[src/abps_regs.vh]
// constants for the absolute position serial output block
// assumes a 20 MHz core clock and a 19-bit position word
`ifndef ABPS_REGS_VH
`define ABPS_REGS_VH

// core clock rate
`define ABPS_CLK_MHZ      20
`define ABPS_CLK_HZ       20000000

// position word and frame widths
`define ABPS_POS_W        19
`define ABPS_FRM_W        30
`define ABPS_CRC_W        6
`define ABPS_CRC_POLY     6'h03

// monoflop interval in ns, cycles rounded down, no lower bound applied
`define ABPS_MONO_NS      25000
`define ABPS_MONO_CYC     ((`ABPS_MONO_NS * `ABPS_CLK_MHZ) / 1000)

// position refresh rates and their cycle counts
`define ABPS_UPD_HZ       35000
`define ABPS_UPD_FAST_HZ  375000
`define ABPS_UPD_CYC      (`ABPS_CLK_HZ / `ABPS_UPD_HZ)
`define ABPS_UPD_FAST_CYC (`ABPS_CLK_HZ / `ABPS_UPD_FAST_HZ)
`define ABPS_CNT_W        10

// sample buffer
`define ABPS_FIFO_DEPTH   16
`define ABPS_FIFO_AW      4

// reset values
`define ABPS_DATA_IDLE    1'b1
`define ABPS_POS_RST      19'h00000

`endif

[src/abps_serial_out.v]
// absolute position serial output: sample buffer and link slave
// assumes link_clk comes from the master, unrelated to clk
//
// Function
// - after reset the block starts in position output mode, not setup mode
// - two modes: position output, and setup reusing data as tx, clock as rx
// - point to point; master drives clock 0.1-5 MHz, block returns data
// - in SSI with test option fitted, error bit follows position: 0 good, 1 fault
// - without test option no extra error bit is sent in SSI
// - BiSS-C: unidirectional slave shifting data on the master clock
// - held position refreshes at 35 kHz, optionally 375 kHz
// - count direction selectable between clockwise and counter-clockwise
// - BiSS-C frame opens with data low one clock as acknowledge
`timescale 1ns/10ps
`include "abps_regs.vh"

// small synchronous fifo, registered ready and valid
module abps_fifo #(
  parameter W     = 19,
  parameter DEPTH = 16,
  parameter AW    = 4
) (
  input  wire         clk,
  input  wire         reset_n,
  input  wire         clk_en,
  input  wire [W-1:0] in_data,
  input  wire         in_valid,
  output reg          in_ready_q,
  output wire [W-1:0] out_data,
  output reg          out_valid_q,
  input  wire         out_ready
);
  reg [W-1:0] mem [0:DEPTH-1];
  reg [AW-1:0] wr_ptr_q;
  reg [AW-1:0] rd_ptr_q;
  reg [AW:0]   count_q;
  reg [AW:0]   count_d;
  wire         push;
  wire         pop;

  assign push = in_valid & in_ready_q;
  assign pop  = out_ready & out_valid_q;
  assign out_data = mem[rd_ptr_q];

  // occupancy after this cycle
  always @* begin
    count_d = count_q;
    if (push & ~pop) begin
      count_d = count_q + 1'b1;
    end else if (pop & ~push) begin
      count_d = count_q - 1'b1;
    end
  end

  // storage has no reset; valid flags guard it
  always @(posedge clk) begin
    if (clk_en & push) begin
      mem[wr_ptr_q] <= in_data;
    end
  end

  // pointers and flags, ready taken from next count
  always @(posedge clk or negedge reset_n) begin
    if (!reset_n) begin
      wr_ptr_q    <= {AW{1'b0}};
      rd_ptr_q    <= {AW{1'b0}};
      count_q     <= {(AW+1){1'b0}};
      in_ready_q  <= 1'b0;
      out_valid_q <= 1'b0;
    end else if (clk_en) begin
      if (push) begin
        wr_ptr_q <= wr_ptr_q + 1'b1;
      end
      if (pop) begin
        rd_ptr_q <= rd_ptr_q + 1'b1;
      end
      count_q     <= count_d;
      // full at DEPTH words, so a push never lands on an unread slot
      in_ready_q  <= (count_d != DEPTH[AW:0]);
      out_valid_q <= (count_d != {(AW+1){1'b0}});
    end
  end
endmodule // abps_fifo

module abps_serial_out (
  input  wire                   clk,
  input  wire                   reset_n,
  input  wire                   clk_en,
  input  wire                   link_clk,
  input  wire [`ABPS_POS_W-1:0] pos_data,
  input  wire                   pos_valid,
  output wire                   pos_ready,
  input  wire                   biss_sel,
  input  wire                   bit_fitted,
  input  wire                   bit_error,
  input  wire                   dir_ccw,
  input  wire                   fast_rate,
  input  wire                   setup_req,
  input  wire                   setup_tx,
  output reg                    setup_rx_q,
  output reg                    data_out_q,
  output reg                    setup_mode_q,
  output reg                    frame_active_q
);
  // one-hot link states
  localparam ST_IDLE  = 3'b001;
  localparam ST_SHIFT = 3'b010;
  localparam ST_SETUP = 3'b100;

  // timing limits, cut to the counter width on purpose
  localparam MONO_LIM = `ABPS_MONO_CYC - 1;
  localparam UPD_LIM  = `ABPS_UPD_CYC - 1;
  localparam FAST_LIM = `ABPS_UPD_FAST_CYC - 1;
  localparam [`ABPS_CNT_W-1:0] MONO_LAST = MONO_LIM[`ABPS_CNT_W-1:0];
  localparam [`ABPS_CNT_W-1:0] UPD_LAST  = UPD_LIM[`ABPS_CNT_W-1:0];
  localparam [`ABPS_CNT_W-1:0] FAST_LAST = FAST_LIM[`ABPS_CNT_W-1:0];
  localparam [`ABPS_CRC_W-1:0] CRC_POLY  = `ABPS_CRC_POLY;

  reg [2:0]             state_q;
  reg                   lc_s1_q;
  reg                   lc_s2_q;
  reg                   lc_prev_q;
  reg [`ABPS_CNT_W-1:0] mono_q;
  reg [`ABPS_CNT_W-1:0] upd_q;
  reg [`ABPS_POS_W-1:0] pos_q;
  reg [`ABPS_FRM_W-1:0] frame_q;
  reg [`ABPS_FRM_W-1:0] frame_d;
  wire                  lc_fall;
  wire                  lc_rise;
  wire                  upd_tick;
  wire [`ABPS_CNT_W-1:0] upd_last;
  wire [`ABPS_POS_W-1:0] fifo_data;
  wire                  fifo_valid;
  wire [`ABPS_POS_W-1:0] tx_pos;
  wire                  n_err;
  wire [`ABPS_CRC_W-1:0] crc;

  // serial crc over position and status bits, msb first
  function [`ABPS_CRC_W-1:0] abps_crc6;
    input [`ABPS_POS_W+1:0] d;
    integer i;
    reg     fb;
    reg [`ABPS_CRC_W-1:0] c;
    begin
      c = {`ABPS_CRC_W{1'b0}};
      for (i = `ABPS_POS_W + 1; i >= 0; i = i - 1) begin
        fb = c[`ABPS_CRC_W-1] ^ d[i];
        c  = {c[`ABPS_CRC_W-2:0], 1'b0} ^ (fb ? CRC_POLY : {`ABPS_CRC_W{1'b0}});
      end
      abps_crc6 = c;
    end
  endfunction

  // samples from the sensing core wait here until the refresh tick
  abps_fifo #(
    .W     (`ABPS_POS_W),
    .DEPTH (`ABPS_FIFO_DEPTH),
    .AW    (`ABPS_FIFO_AW)
  ) u_fifo (
    .clk         (clk),
    .reset_n     (reset_n),
    .clk_en      (clk_en),
    .in_data     (pos_data),
    .in_valid    (pos_valid),
    .in_ready_q  (pos_ready),
    .out_data    (fifo_data),
    .out_valid_q (fifo_valid),
    .out_ready   (upd_tick)
  );

  // refresh divider, rate chosen live; a switch to the fast rate
  // with the count already past its limit ends the period at once
  // rather than running the counter round through all its codes
  assign upd_last = fast_rate ? FAST_LAST : UPD_LAST;
  assign upd_tick = (upd_q >= upd_last);

  always @(posedge clk or negedge reset_n) begin
    if (!reset_n) begin
      upd_q <= {`ABPS_CNT_W{1'b0}};
      pos_q <= `ABPS_POS_RST;
    end else if (clk_en) begin
      if (upd_tick) begin
        upd_q <= {`ABPS_CNT_W{1'b0}};
      end else begin
        upd_q <= upd_q + 1'b1;
      end
      // an empty buffer leaves the last position standing
      if (upd_tick & fifo_valid) begin
        pos_q <= fifo_data;
      end
    end
  end

  // counter-clockwise sense sends the negated count modulo a turn
  assign tx_pos = dir_ccw ? (~pos_q + 1'b1) : pos_q;
  assign n_err  = ~(bit_fitted & bit_error);
  assign crc    = abps_crc6({tx_pos, n_err, 1'b1});

  // frame image, msb leaves first; tail fills with zeros
  always @* begin
    frame_d = {`ABPS_FRM_W{1'b0}};
    if (biss_sel) begin
      // ack low, start high, cds low, data, status, inverted crc
      frame_d = {1'b0, 1'b1, 1'b0, tx_pos, n_err, 1'b1, ~crc};
    end else if (bit_fitted) begin
      // error bit follows the word; 1 flags a fault
      frame_d[`ABPS_FRM_W-1 -: `ABPS_POS_W+1] = {tx_pos, bit_error};
    end else begin
      // no error slot; the master sees the zero tail after the word
      frame_d[`ABPS_FRM_W-1 -: `ABPS_POS_W] = tx_pos;
    end
  end

  // two flops before anything looks at the master clock
  always @(posedge clk or negedge reset_n) begin
    if (!reset_n) begin
      // idle level of the pin, so no false fall follows reset
      lc_s1_q   <= 1'b1;
      lc_s2_q   <= 1'b1;
      lc_prev_q <= 1'b1;
    end else if (clk_en) begin
      lc_s1_q   <= link_clk;
      lc_s2_q   <= lc_s1_q;
      lc_prev_q <= lc_s2_q;
    end
  end

  assign lc_fall = lc_prev_q & ~lc_s2_q;
  assign lc_rise = ~lc_prev_q & lc_s2_q;

  // link slave; edges restart the monoflop, its expiry ends the frame
  always @(posedge clk or negedge reset_n) begin
    if (!reset_n) begin
      state_q        <= ST_IDLE;
      mono_q         <= {`ABPS_CNT_W{1'b0}};
      frame_q        <= {`ABPS_FRM_W{1'b0}};
      data_out_q     <= `ABPS_DATA_IDLE;
      setup_rx_q     <= 1'b1;
      setup_mode_q   <= 1'b0;
      frame_active_q <= 1'b0;
    end else if (clk_en) begin
      case (state_q)
        ST_IDLE: begin
          data_out_q <= `ABPS_DATA_IDLE;
          mono_q     <= {`ABPS_CNT_W{1'b0}};
          // mode changes only between frames so no frame is cut
          if (setup_req) begin
            state_q      <= ST_SETUP;
            setup_mode_q <= 1'b1;
          end else if (lc_fall) begin
            frame_q        <= frame_d;
            state_q        <= ST_SHIFT;
            frame_active_q <= 1'b1;
          end
        end
        ST_SHIFT: begin
          // each rise launches one bit; the master reads it on a later rise
          if (lc_rise) begin
            data_out_q <= frame_q[`ABPS_FRM_W-1];
            frame_q    <= {frame_q[`ABPS_FRM_W-2:0], 1'b0};
            mono_q     <= {`ABPS_CNT_W{1'b0}};
          // falls only rearm the monoflop; no second latch in a frame
          end else if (lc_fall) begin
            mono_q <= {`ABPS_CNT_W{1'b0}};
          end else if (mono_q == MONO_LAST) begin
            // master paused long enough; data back high
            data_out_q     <= `ABPS_DATA_IDLE;
            state_q        <= ST_IDLE;
            frame_active_q <= 1'b0;
          end else begin
            mono_q <= mono_q + 1'b1;
          end
        end
        ST_SETUP: begin
          // data pin carries setup tx, clock pin feeds setup rx
          data_out_q <= setup_tx;
          setup_rx_q <= lc_s2_q;
          if (!setup_req) begin
            state_q      <= ST_IDLE;
            setup_mode_q <= 1'b0;
            data_out_q   <= `ABPS_DATA_IDLE;
            setup_rx_q   <= 1'b1;
          end
        end
        default: begin
          // an illegal code falls back to idle with the line released
          state_q    <= ST_IDLE;
          data_out_q <= `ABPS_DATA_IDLE;
        end
      endcase
    end
  end

  // spacing of requests is the master's duty; the monoflop
  // expiring first keeps a too-early request from being taken
  // as a new frame while the tail is still low
endmodule // abps_serial_out

[config.mk]
export PLATFORM = sky130hd
export DESIGN_NAME = abps_serial_out
export DESIGN_NICKNAME = d
export VERILOG_FILES = /design/src/abps_serial_out.v
export VERILOG_INCLUDE_DIRS = /design/src
export SDC_FILE = /design/constraint.sdc
export NUM_CORES = 1
export LEC_CHECK = 0
export ABC_CLOCK_PERIOD_IN_PS = 8500
export BUFFER_PORTS_ARGS = -buffer_cell sky130_fd_sc_hd__buf_4
export CAP_MARGIN = 15
export CORE_AREA = 2 2 182 166
export CTS_CLUSTER_DIAMETER = 60
export DETAILED_ROUTE_END_ITERATION = 6
export DIE_AREA = 0 0 184 168
export PLACE_DENSITY = 0.87
export SETUP_SLACK_MARGIN = 0.3
export SYNTH_ARGS = -nofsm -noshare
export SYNTH_HDL_FRONTEND = slang
export SYNTH_SLANG_ARGS = --single-unit
[constraint.sdc]
create_clock -name clk -period 8.5 [get_ports clk]
set_input_delay 0.425 -clock clk [delete_from_list [all_inputs] [get_ports clk]]
set_output_delay 0.425 -clock clk [all_outputs]
set_load 0.02 [all_outputs]
==> results of run 1 <==
==> state kept, by name, summed over array words and instances (netlist names), 3 cells and up <==
| register | flops |
|---|---|
| u_fifo.rd_ptr_q | 4 |
| u_fifo.count_q | 5 |
| u_fifo.wr_ptr_q | 4 |
| upd_q | 10 |
| mono_q | 10 |
| state_q | 3 |
| pos_q | 19 |
| u_fifo.mem | 304 |
| frame_q | 30 |
==> synthesized netlist by cell type (all sizes together) (6+ instances only) <==
cell / n
and2: 22
clkbuf: 46
edfxtp: 304
o21ai: 71
a31oi: 6
nor3: 9
nand2b: 11
xor2: 19
mux4: 95
nand2: 91
nand3: 12
inv: 17
a211oi: 11
xnor3: 6
ha: 17
nor2: 38
a21oi: 29
dfrtp: 88
or3: 7
and3: 14
mux2: 23
xnor2: 35
o31ai: 10
buf: 8
dfstp: 6
==> stage by stage <==
step	worst slack (ns)	instances
3_3_place_gp	4.880	1427
6_report	5.107	1505
5_1_grt	4.915	1504
2_1_floorplan	5.536	1051
4_1_cts	5.086	1503
3_5_place_dp	4.973	1428
==> area by class of cell <==
cell class | count | area share [%]
flip-flops and latches | 398 | 59.77
inverters | 18 | 0.3513
clock inverters | 27 | 1.542
clock buffers | 47 | 5.341
diodes | 1 | 0.01301
repair buffers | 61 | 2.602
well taps | 372 | 2.420
multi-input cells | 581 | 27.96
==> worst min path at each step <==
stage	from	end	slack [ns]	cells past startpoint
after CTS	link_clk	lc_s1_q	0.10	2
final	link_clk	lc_s1_q	0.12	2
after detailed placement	reset_n	u_fifo.out_valid_q	0.28	1
after global placement	reset_n	u_fifo.out_valid_q	0.29	1
after global routing	link_clk	lc_s1_q	0.12	2
after floorplan	reset_n	frame_active_q	0.13	0
==> logic make-up (layout without fill, tap and decap cells) <==
| kind of cell | count (synthesis) | count (layout) | share of synthesized area, % |
|---|---|---|---|
| xor gates and xnor gates | 62 | 62 | 3.877 |
| buffers and inverters | 72 | 153 | 1.592 |
| other | 0 | 1 | 0 |
| muxes | 121 | 121 | 14.17 |
| AOI/OAI and AO/OA | 157 | 157 | 5.600 |
| DFF | 398 | 398 | 67.04 |
| and+or+nand+nor | 224 | 224 | 6.483 |
| adders and majority gates | 17 | 17 | 1.241 |
==> power by group through the flow <==
| stage | Sequential (mW) | Combinational, mW | Clock, mW |
|---|---|---|---|
| finish | 2.69 | 1.98 | 1.76 |
| global route | 2.72 | 2.16 | 1.87 |
| CTS | 2.68 | 2.00 | 1.79 |
| detailed placement | 2.71 | 1.95 | 0 |
| global placement | 2.70 | 1.88 | 0 |
| floorplan | 2.51 | 1.68 | 0 |
==> worst reg2reg max path, stage by stage (launching register included) <==
cell and delay, ns:
dfrtp_1 0.48, inv_1 0.14, ha_1 0.24, nor2b_1 0.23
nand4_2 0.21, o21ai_0 0.25, xor2_1 0.35, xnor3_1 0.49
xor2_1 0.27, xnor3_1 0.46, o221ai_1 0.18
==> metal layers <==
layer / vias to the layer above / global-route usage [%] / share of wire (%) / routed length [um]
li1: 4170 / - / - / -
met1: 4873 / 34.05 / 38 / 14620
met4: 0 / 9.148 / 3.6 / 1360
met5: - / 0 / 0 / 0
met3: 105 / 5.473 / 8.4 / 3183
met2: 457 / 41.25 / 50 / 18870
==> metrics.txt, run 1 <==
Post-Route Setup TNS 0 ns; Final Util 65.69%; worst r2r path cells 10; clock network power share 27.4%; Routed WL 38030 um; RSZ-0062 raised after global routing false; Die X around 180 um; Root Buffer clkbuf_16; crit-path cells inv_1, ha_1, nor2b_1, nand4_2, o21ai_0, xor2_1, xnor3_1, xor2_1, xnor3_1, o221ai_1; most common cell after layout, fill and taps aside edfxtp_1; Period Utilization, post-route ~40%; Max rail drop VDD 0.0003025 V; Hold Violations, Final 0; crit path launch type register; Iter 0 DRT Violations 1101; Ports 36; All-Layer GR Usage around a quarter; Hold Buf Count CTS 1; post-synth cell types between 60 and 70; Crit Path Class reg -> reg; Clock Skew 0.05404 ns; NetSw approximately 2.0 mW; r2r startpoint pos_q[0]; area grow syn2layout 12.22%; Post-Synthesis Mean Instance Area 16.31 sq um; initial antenna violation count 1; Die H between 150 and 200 um; largest net degree at the start of global routing 83; CP top delay family XOR/XNOR gates; Initial Utilization between 50 and 60%; Placer Congestion 0.8277; Post-CTS Setup Bufs 0; Static Leakage 6.747 nW; filler cell count 1885; Most used DFF post-synth edfxtp_1; power share of the combinational group 30.8%; share of flip-flops with an asynchronous set or reset 23.62%; clock insertion delay at the later pin of the skew report 0.55 ns; Synth area leaders edfxtp_1 53%, dfrtp_1 13%, mux4_2 12%; r2r setup slk around 5.1 ns; post-synth top area share 53.27%; nets 1148; share of post-route cells with drive strength above 1 a little under a quarter; Seq/Total Area, Yosys 67.04%; Mapped Cells 1051; post-route ant nets 0; Mapped Area 0.01714 sq mm; Synth warnings 0; # DRC 0; Clock Pin Slew Worst Setup and Hold Paths 0.06 ns; critical path depth 10; post-DP HPWL approximately 20000 um; first-pass GRT wire length 57760 um; endpoint type of the worst setup path register; CP Data Arrival Time 3.84 ns; # port buffers 35; Final min period 3.393 ns; vias after detailed routing 9605; Pre-Repair DR Iteration Count 5; vias per std cell approximately 6.4; Hold Crit Class in -> reg; CP max FO 7; DP Area 0.01787 sq mm; worst-case clock buffer depth 3; footprint of the multi-input gates roughly 0.0054 sq mm; Syn Nets 1099; H-tree levels 2; final instance area 0.01923 sq mm; CP max stage cell xnor3_1; most frequent cells in the layout 304 x edfxtp_1, 95 x mux4_2, 91 x nand2_1; crit path capture frame_q[2]; f_max 0.2947 GHz; CP bufs+invs 1; max incr delay on CP 0.49 ns; slew at the pin closest to its max-slew limit 1.138 ns; Critical Path RT slightly below 9 ns; die area just over 0.03 sq mm; CTS Buf Count 40; power share of the sequential group 41.8%; number of synthesized flops with an enable pin 304; Final Max Slew Viols 0; std cell rows 60; CTS resizes 0; status finished, final reports clean; global route total overflow 0; DR WL/cell 25.27 um; vias in the first global route 9594; maxcap violations 0; Sw Share a little under a third; Rel. slew slack between 20% and 30%; Internal 4.439 mW; TritonCTS Sinks 398; Sequential Area between 0.01 and 0.015 sq mm; worst setup path startpoint pos_q[0]; Pwr Density 334.7 mW/mm^2; Overall Power 6.438 mW; Final Setup Violations 0; CTS tree yes; largest area contributor in the netlist edfxtp_1; RR Endpoint frame_q[2]; register bit total from synthesis 398; Fin Hold WS 0.1168 ns; Core ar. 0.02928 sq mm
Note: power is estimated with default switching activity, not from simulation.
==> run 2: changes to the inputs <==
--- a/config.mk
+++ b/config.mk
@@ -6,14 +6,14 @@
 export SDC_FILE = /design/constraint.sdc
 export NUM_CORES = 1
 export LEC_CHECK = 0
-export ABC_CLOCK_PERIOD_IN_PS = 8500
+export ABC_CLOCK_PERIOD_IN_PS = 3000
 export BUFFER_PORTS_ARGS = -buffer_cell sky130_fd_sc_hd__buf_4
 export CAP_MARGIN = 15
-export CORE_AREA = 2 2 182 166
+export CORE_AREA = 2 2 188 171
 export CTS_CLUSTER_DIAMETER = 60
 export DETAILED_ROUTE_END_ITERATION = 6
-export DIE_AREA = 0 0 184 168
-export PLACE_DENSITY = 0.87
+export DIE_AREA = 0 0 190 173
+export PLACE_DENSITY = 0.86
 export SETUP_SLACK_MARGIN = 0.3
 export SYNTH_ARGS = -nofsm -noshare
 export SYNTH_HDL_FRONTEND = slang
==> constraint.sdc (replaced) <==
create_clock -name clk -period 3 [get_ports clk]
set_input_delay 0.15 -clock clk [delete_from_list [all_inputs] [get_ports clk]]
set_output_delay 0.15 -clock clk [all_outputs]
set_load 0.02 [all_outputs]
==> run 2 against run 1 <==
Net effect:
- clock-buffer cell count increased by 2
- clock power increased to 2.7 times the previous value
- cell count increased by 6.2%
- highest routed layer unchanged
- critical path type unchanged
- critical path depth increased by 1
- hold slack got worse by 0.092 ns
- global-route usage decreased by 1.5 points
- largest cell class unchanged
- worst setup slack got worse by 5.0 ns
- routed wire length increased by 0.92%
- clock skew decreased by 0.015 ns
==> metrics.txt, run 2 (synthesized netlist as in run 1, its figures left out) <==
vias per std cell 6.140; Max rail drop VDD a little under 0.0007 V; Die H 173 um; Internal between 10 and 15 mW; power share of the sequential group between 30% and 40%; Overall Power approximately 19 mW; post-DP HPWL 22080 um; nets 1205; Final min period 2.913 ns; Setup WS post-layout 0.08717 ns; # port buffers 35; Period Utilization, post-route 97.09%; largest registers u_fifo.mem (304), frame_q (30), pos_q (19); crit path launch type register; slew at the pin closest to its max-slew limit 0.8320 ns; DP Area 0.01813 sq mm; vias in the first global route 10060; NetSw just over 6 mW; H-tree levels 2; maxcap violations 0; Reg with most FFs u_fifo.mem; share of post-route cells with drive strength above 1 27.42%; worst setup path startpoint pos_q[1]; Placer Congestion around 0.84; f_max around 0.34 GHz; CP Data Arrival Time 3.31 ns; global route total overflow 0; footprint of the multi-input gates 0.005599 sq mm; TritonCTS Sinks 398; Pwr Density 951.6 mW/mm^2; Final Max Slew Viols 0; Final Util ~65%; die area around 0.033 sq mm; Critical Path RT 3.40 ns; Initial Utilization 55.72%; Rel. slew slack between 40 and 50%; worst-case clock buffer depth 3; r2r startpoint pos_q[1]; RSZ-0062 raised after global routing true; area grow syn2layout 16.39%; Iter 0 DRT Violations 889; hold depth 3; worst r2r path cells 11; ANT cells 0; Routed WL approximately 38000 um; Sw Share 32.04%; Root Buffer clkbuf_16; post-route ant nets 0; final instance area between 0.015 and 0.02 sq mm; Static Leakage 7.044 nW; Hold Path Origin clk_en; Sequential Area 0.01150 sq mm; Ports 36; All-Layer GR Usage 23.72%; Pre-Repair DR Iteration Count 5; filler cell count 2013; Die X 190 um; CTS tree yes; endpoint type of the worst setup path register; CP max FO 3; vias after detailed routing 9811; Clock Skew 0.03857 ns; Crit Path Class reg -> reg; std cell rows approximately 60; power share of the combinational group 35.9%; pre-CTS WS -0.008826 ns; Core ar. 0.03076 sq mm; most frequent cells in the layout 304 x edfxtp_1, 95 x mux4_2, 91 x nand2_1, 91 x buf_4, 81 x dfrtp_1; clock network power share 25.2%; DR WL/cell roughly 24 um; CTS Buf Count 40; Hold Violations, Final 0; status finished, final reports clean; largest net degree at the start of global routing 63; initial antenna violation count 0; Largest register FFs 304; clock insertion delay at the later pin of the skew report between 0.5 and 0.6 ns; Clock Pin Slew Worst Setup and Hold Paths approximately 0.060 ns; first-pass GRT wire length 58780 um; Hold Crit Class in -> reg; # DRC 0; Final Setup Violations 0; most common cell after layout, fill and taps aside edfxtp_1
==> run 2: worst paths after layout <==
path,slack [ns],to
max reg2reg,0.09,frame_q[5]
max,0.09,frame_q[5]
min,0.02,u_fifo.count_q[1]
min reg2reg,0.48,frame_q[27]
max in group asynchronous,1.97,frame_q[25]
min in group asynchronous,0.21,mono_q[6]
==> run 2: area by class of cell <==
| type | instances | area share (%) |
|---|---|---|
| flip-flops and latches | 398 | 57.65 |
| multi-input cells | 581 | 28.07 |
| clock buffers | 49 | 5.188 |
| repair buffers | 118 | 5.031 |
| well taps | 409 | 2.566 |
| clock inverters | 25 | 1.154 |
| inverters | 18 | 0.3387 |
==> run 2: what timing repair did <==
item,4_1_cts,5_1_grt
endpoints found under the hold margin,364,0
pin swaps,12,8
endpoints found under the setup margin,6,8
setup buffers,10,5
resized for setup,21,19
hold buffers,22,0
==> run 2: layer usage <==
layer / GRT usage [%] / routed length, um
met5: 0 / 0
met4: 8.301 / 1149
met3: 4.100 / 2172
met2: 40.56 / 20140
met1: 30.88 / 14910
==> run 2: power by group through the flow <==
| stage | Sequential, mW | Combinational, mW | Clock (mW) |
|---|---|---|---|
| 2_1_floorplan | 7.11 | 4.78 | 0 |
| 3_3_place_gp | 7.37 | 5.95 | 0 |
| 3_5_place_dp | 7.43 | 6.14 | 0 |
| 4_1_cts | 7.34 | 6.54 | 4.86 |
| 5_1_grt | 7.46 | 7.24 | 5.08 |
| 6_report | 7.38 | 6.82 | 4.79 |
==> run 2: stage by stage <==
step	TNS [ns]	instances	hold slack (ns)
final	0	1598	0.02433
after global routing	0	1598	0.02749
after CTS	0	1593	0.01227
after detailed placement	-0.008826	1487	0.2842
after global placement	0	1487	0.2712
after floorplan	0	1051	-0.1456
==> run 2: worst max-delay path, stage by stage (launching register included) <==
cell      delay [ns]
dfrtp_1         0.40
inv_2           0.08
ha_4            0.14
or4b_4          0.50
nor3_2          0.28
o31ai_4         0.13
xnor2_1         0.15
buf_4           0.16
xor3_1          0.40
xor2_1          0.23
xnor2_1         0.15
o221ai_1        0.13
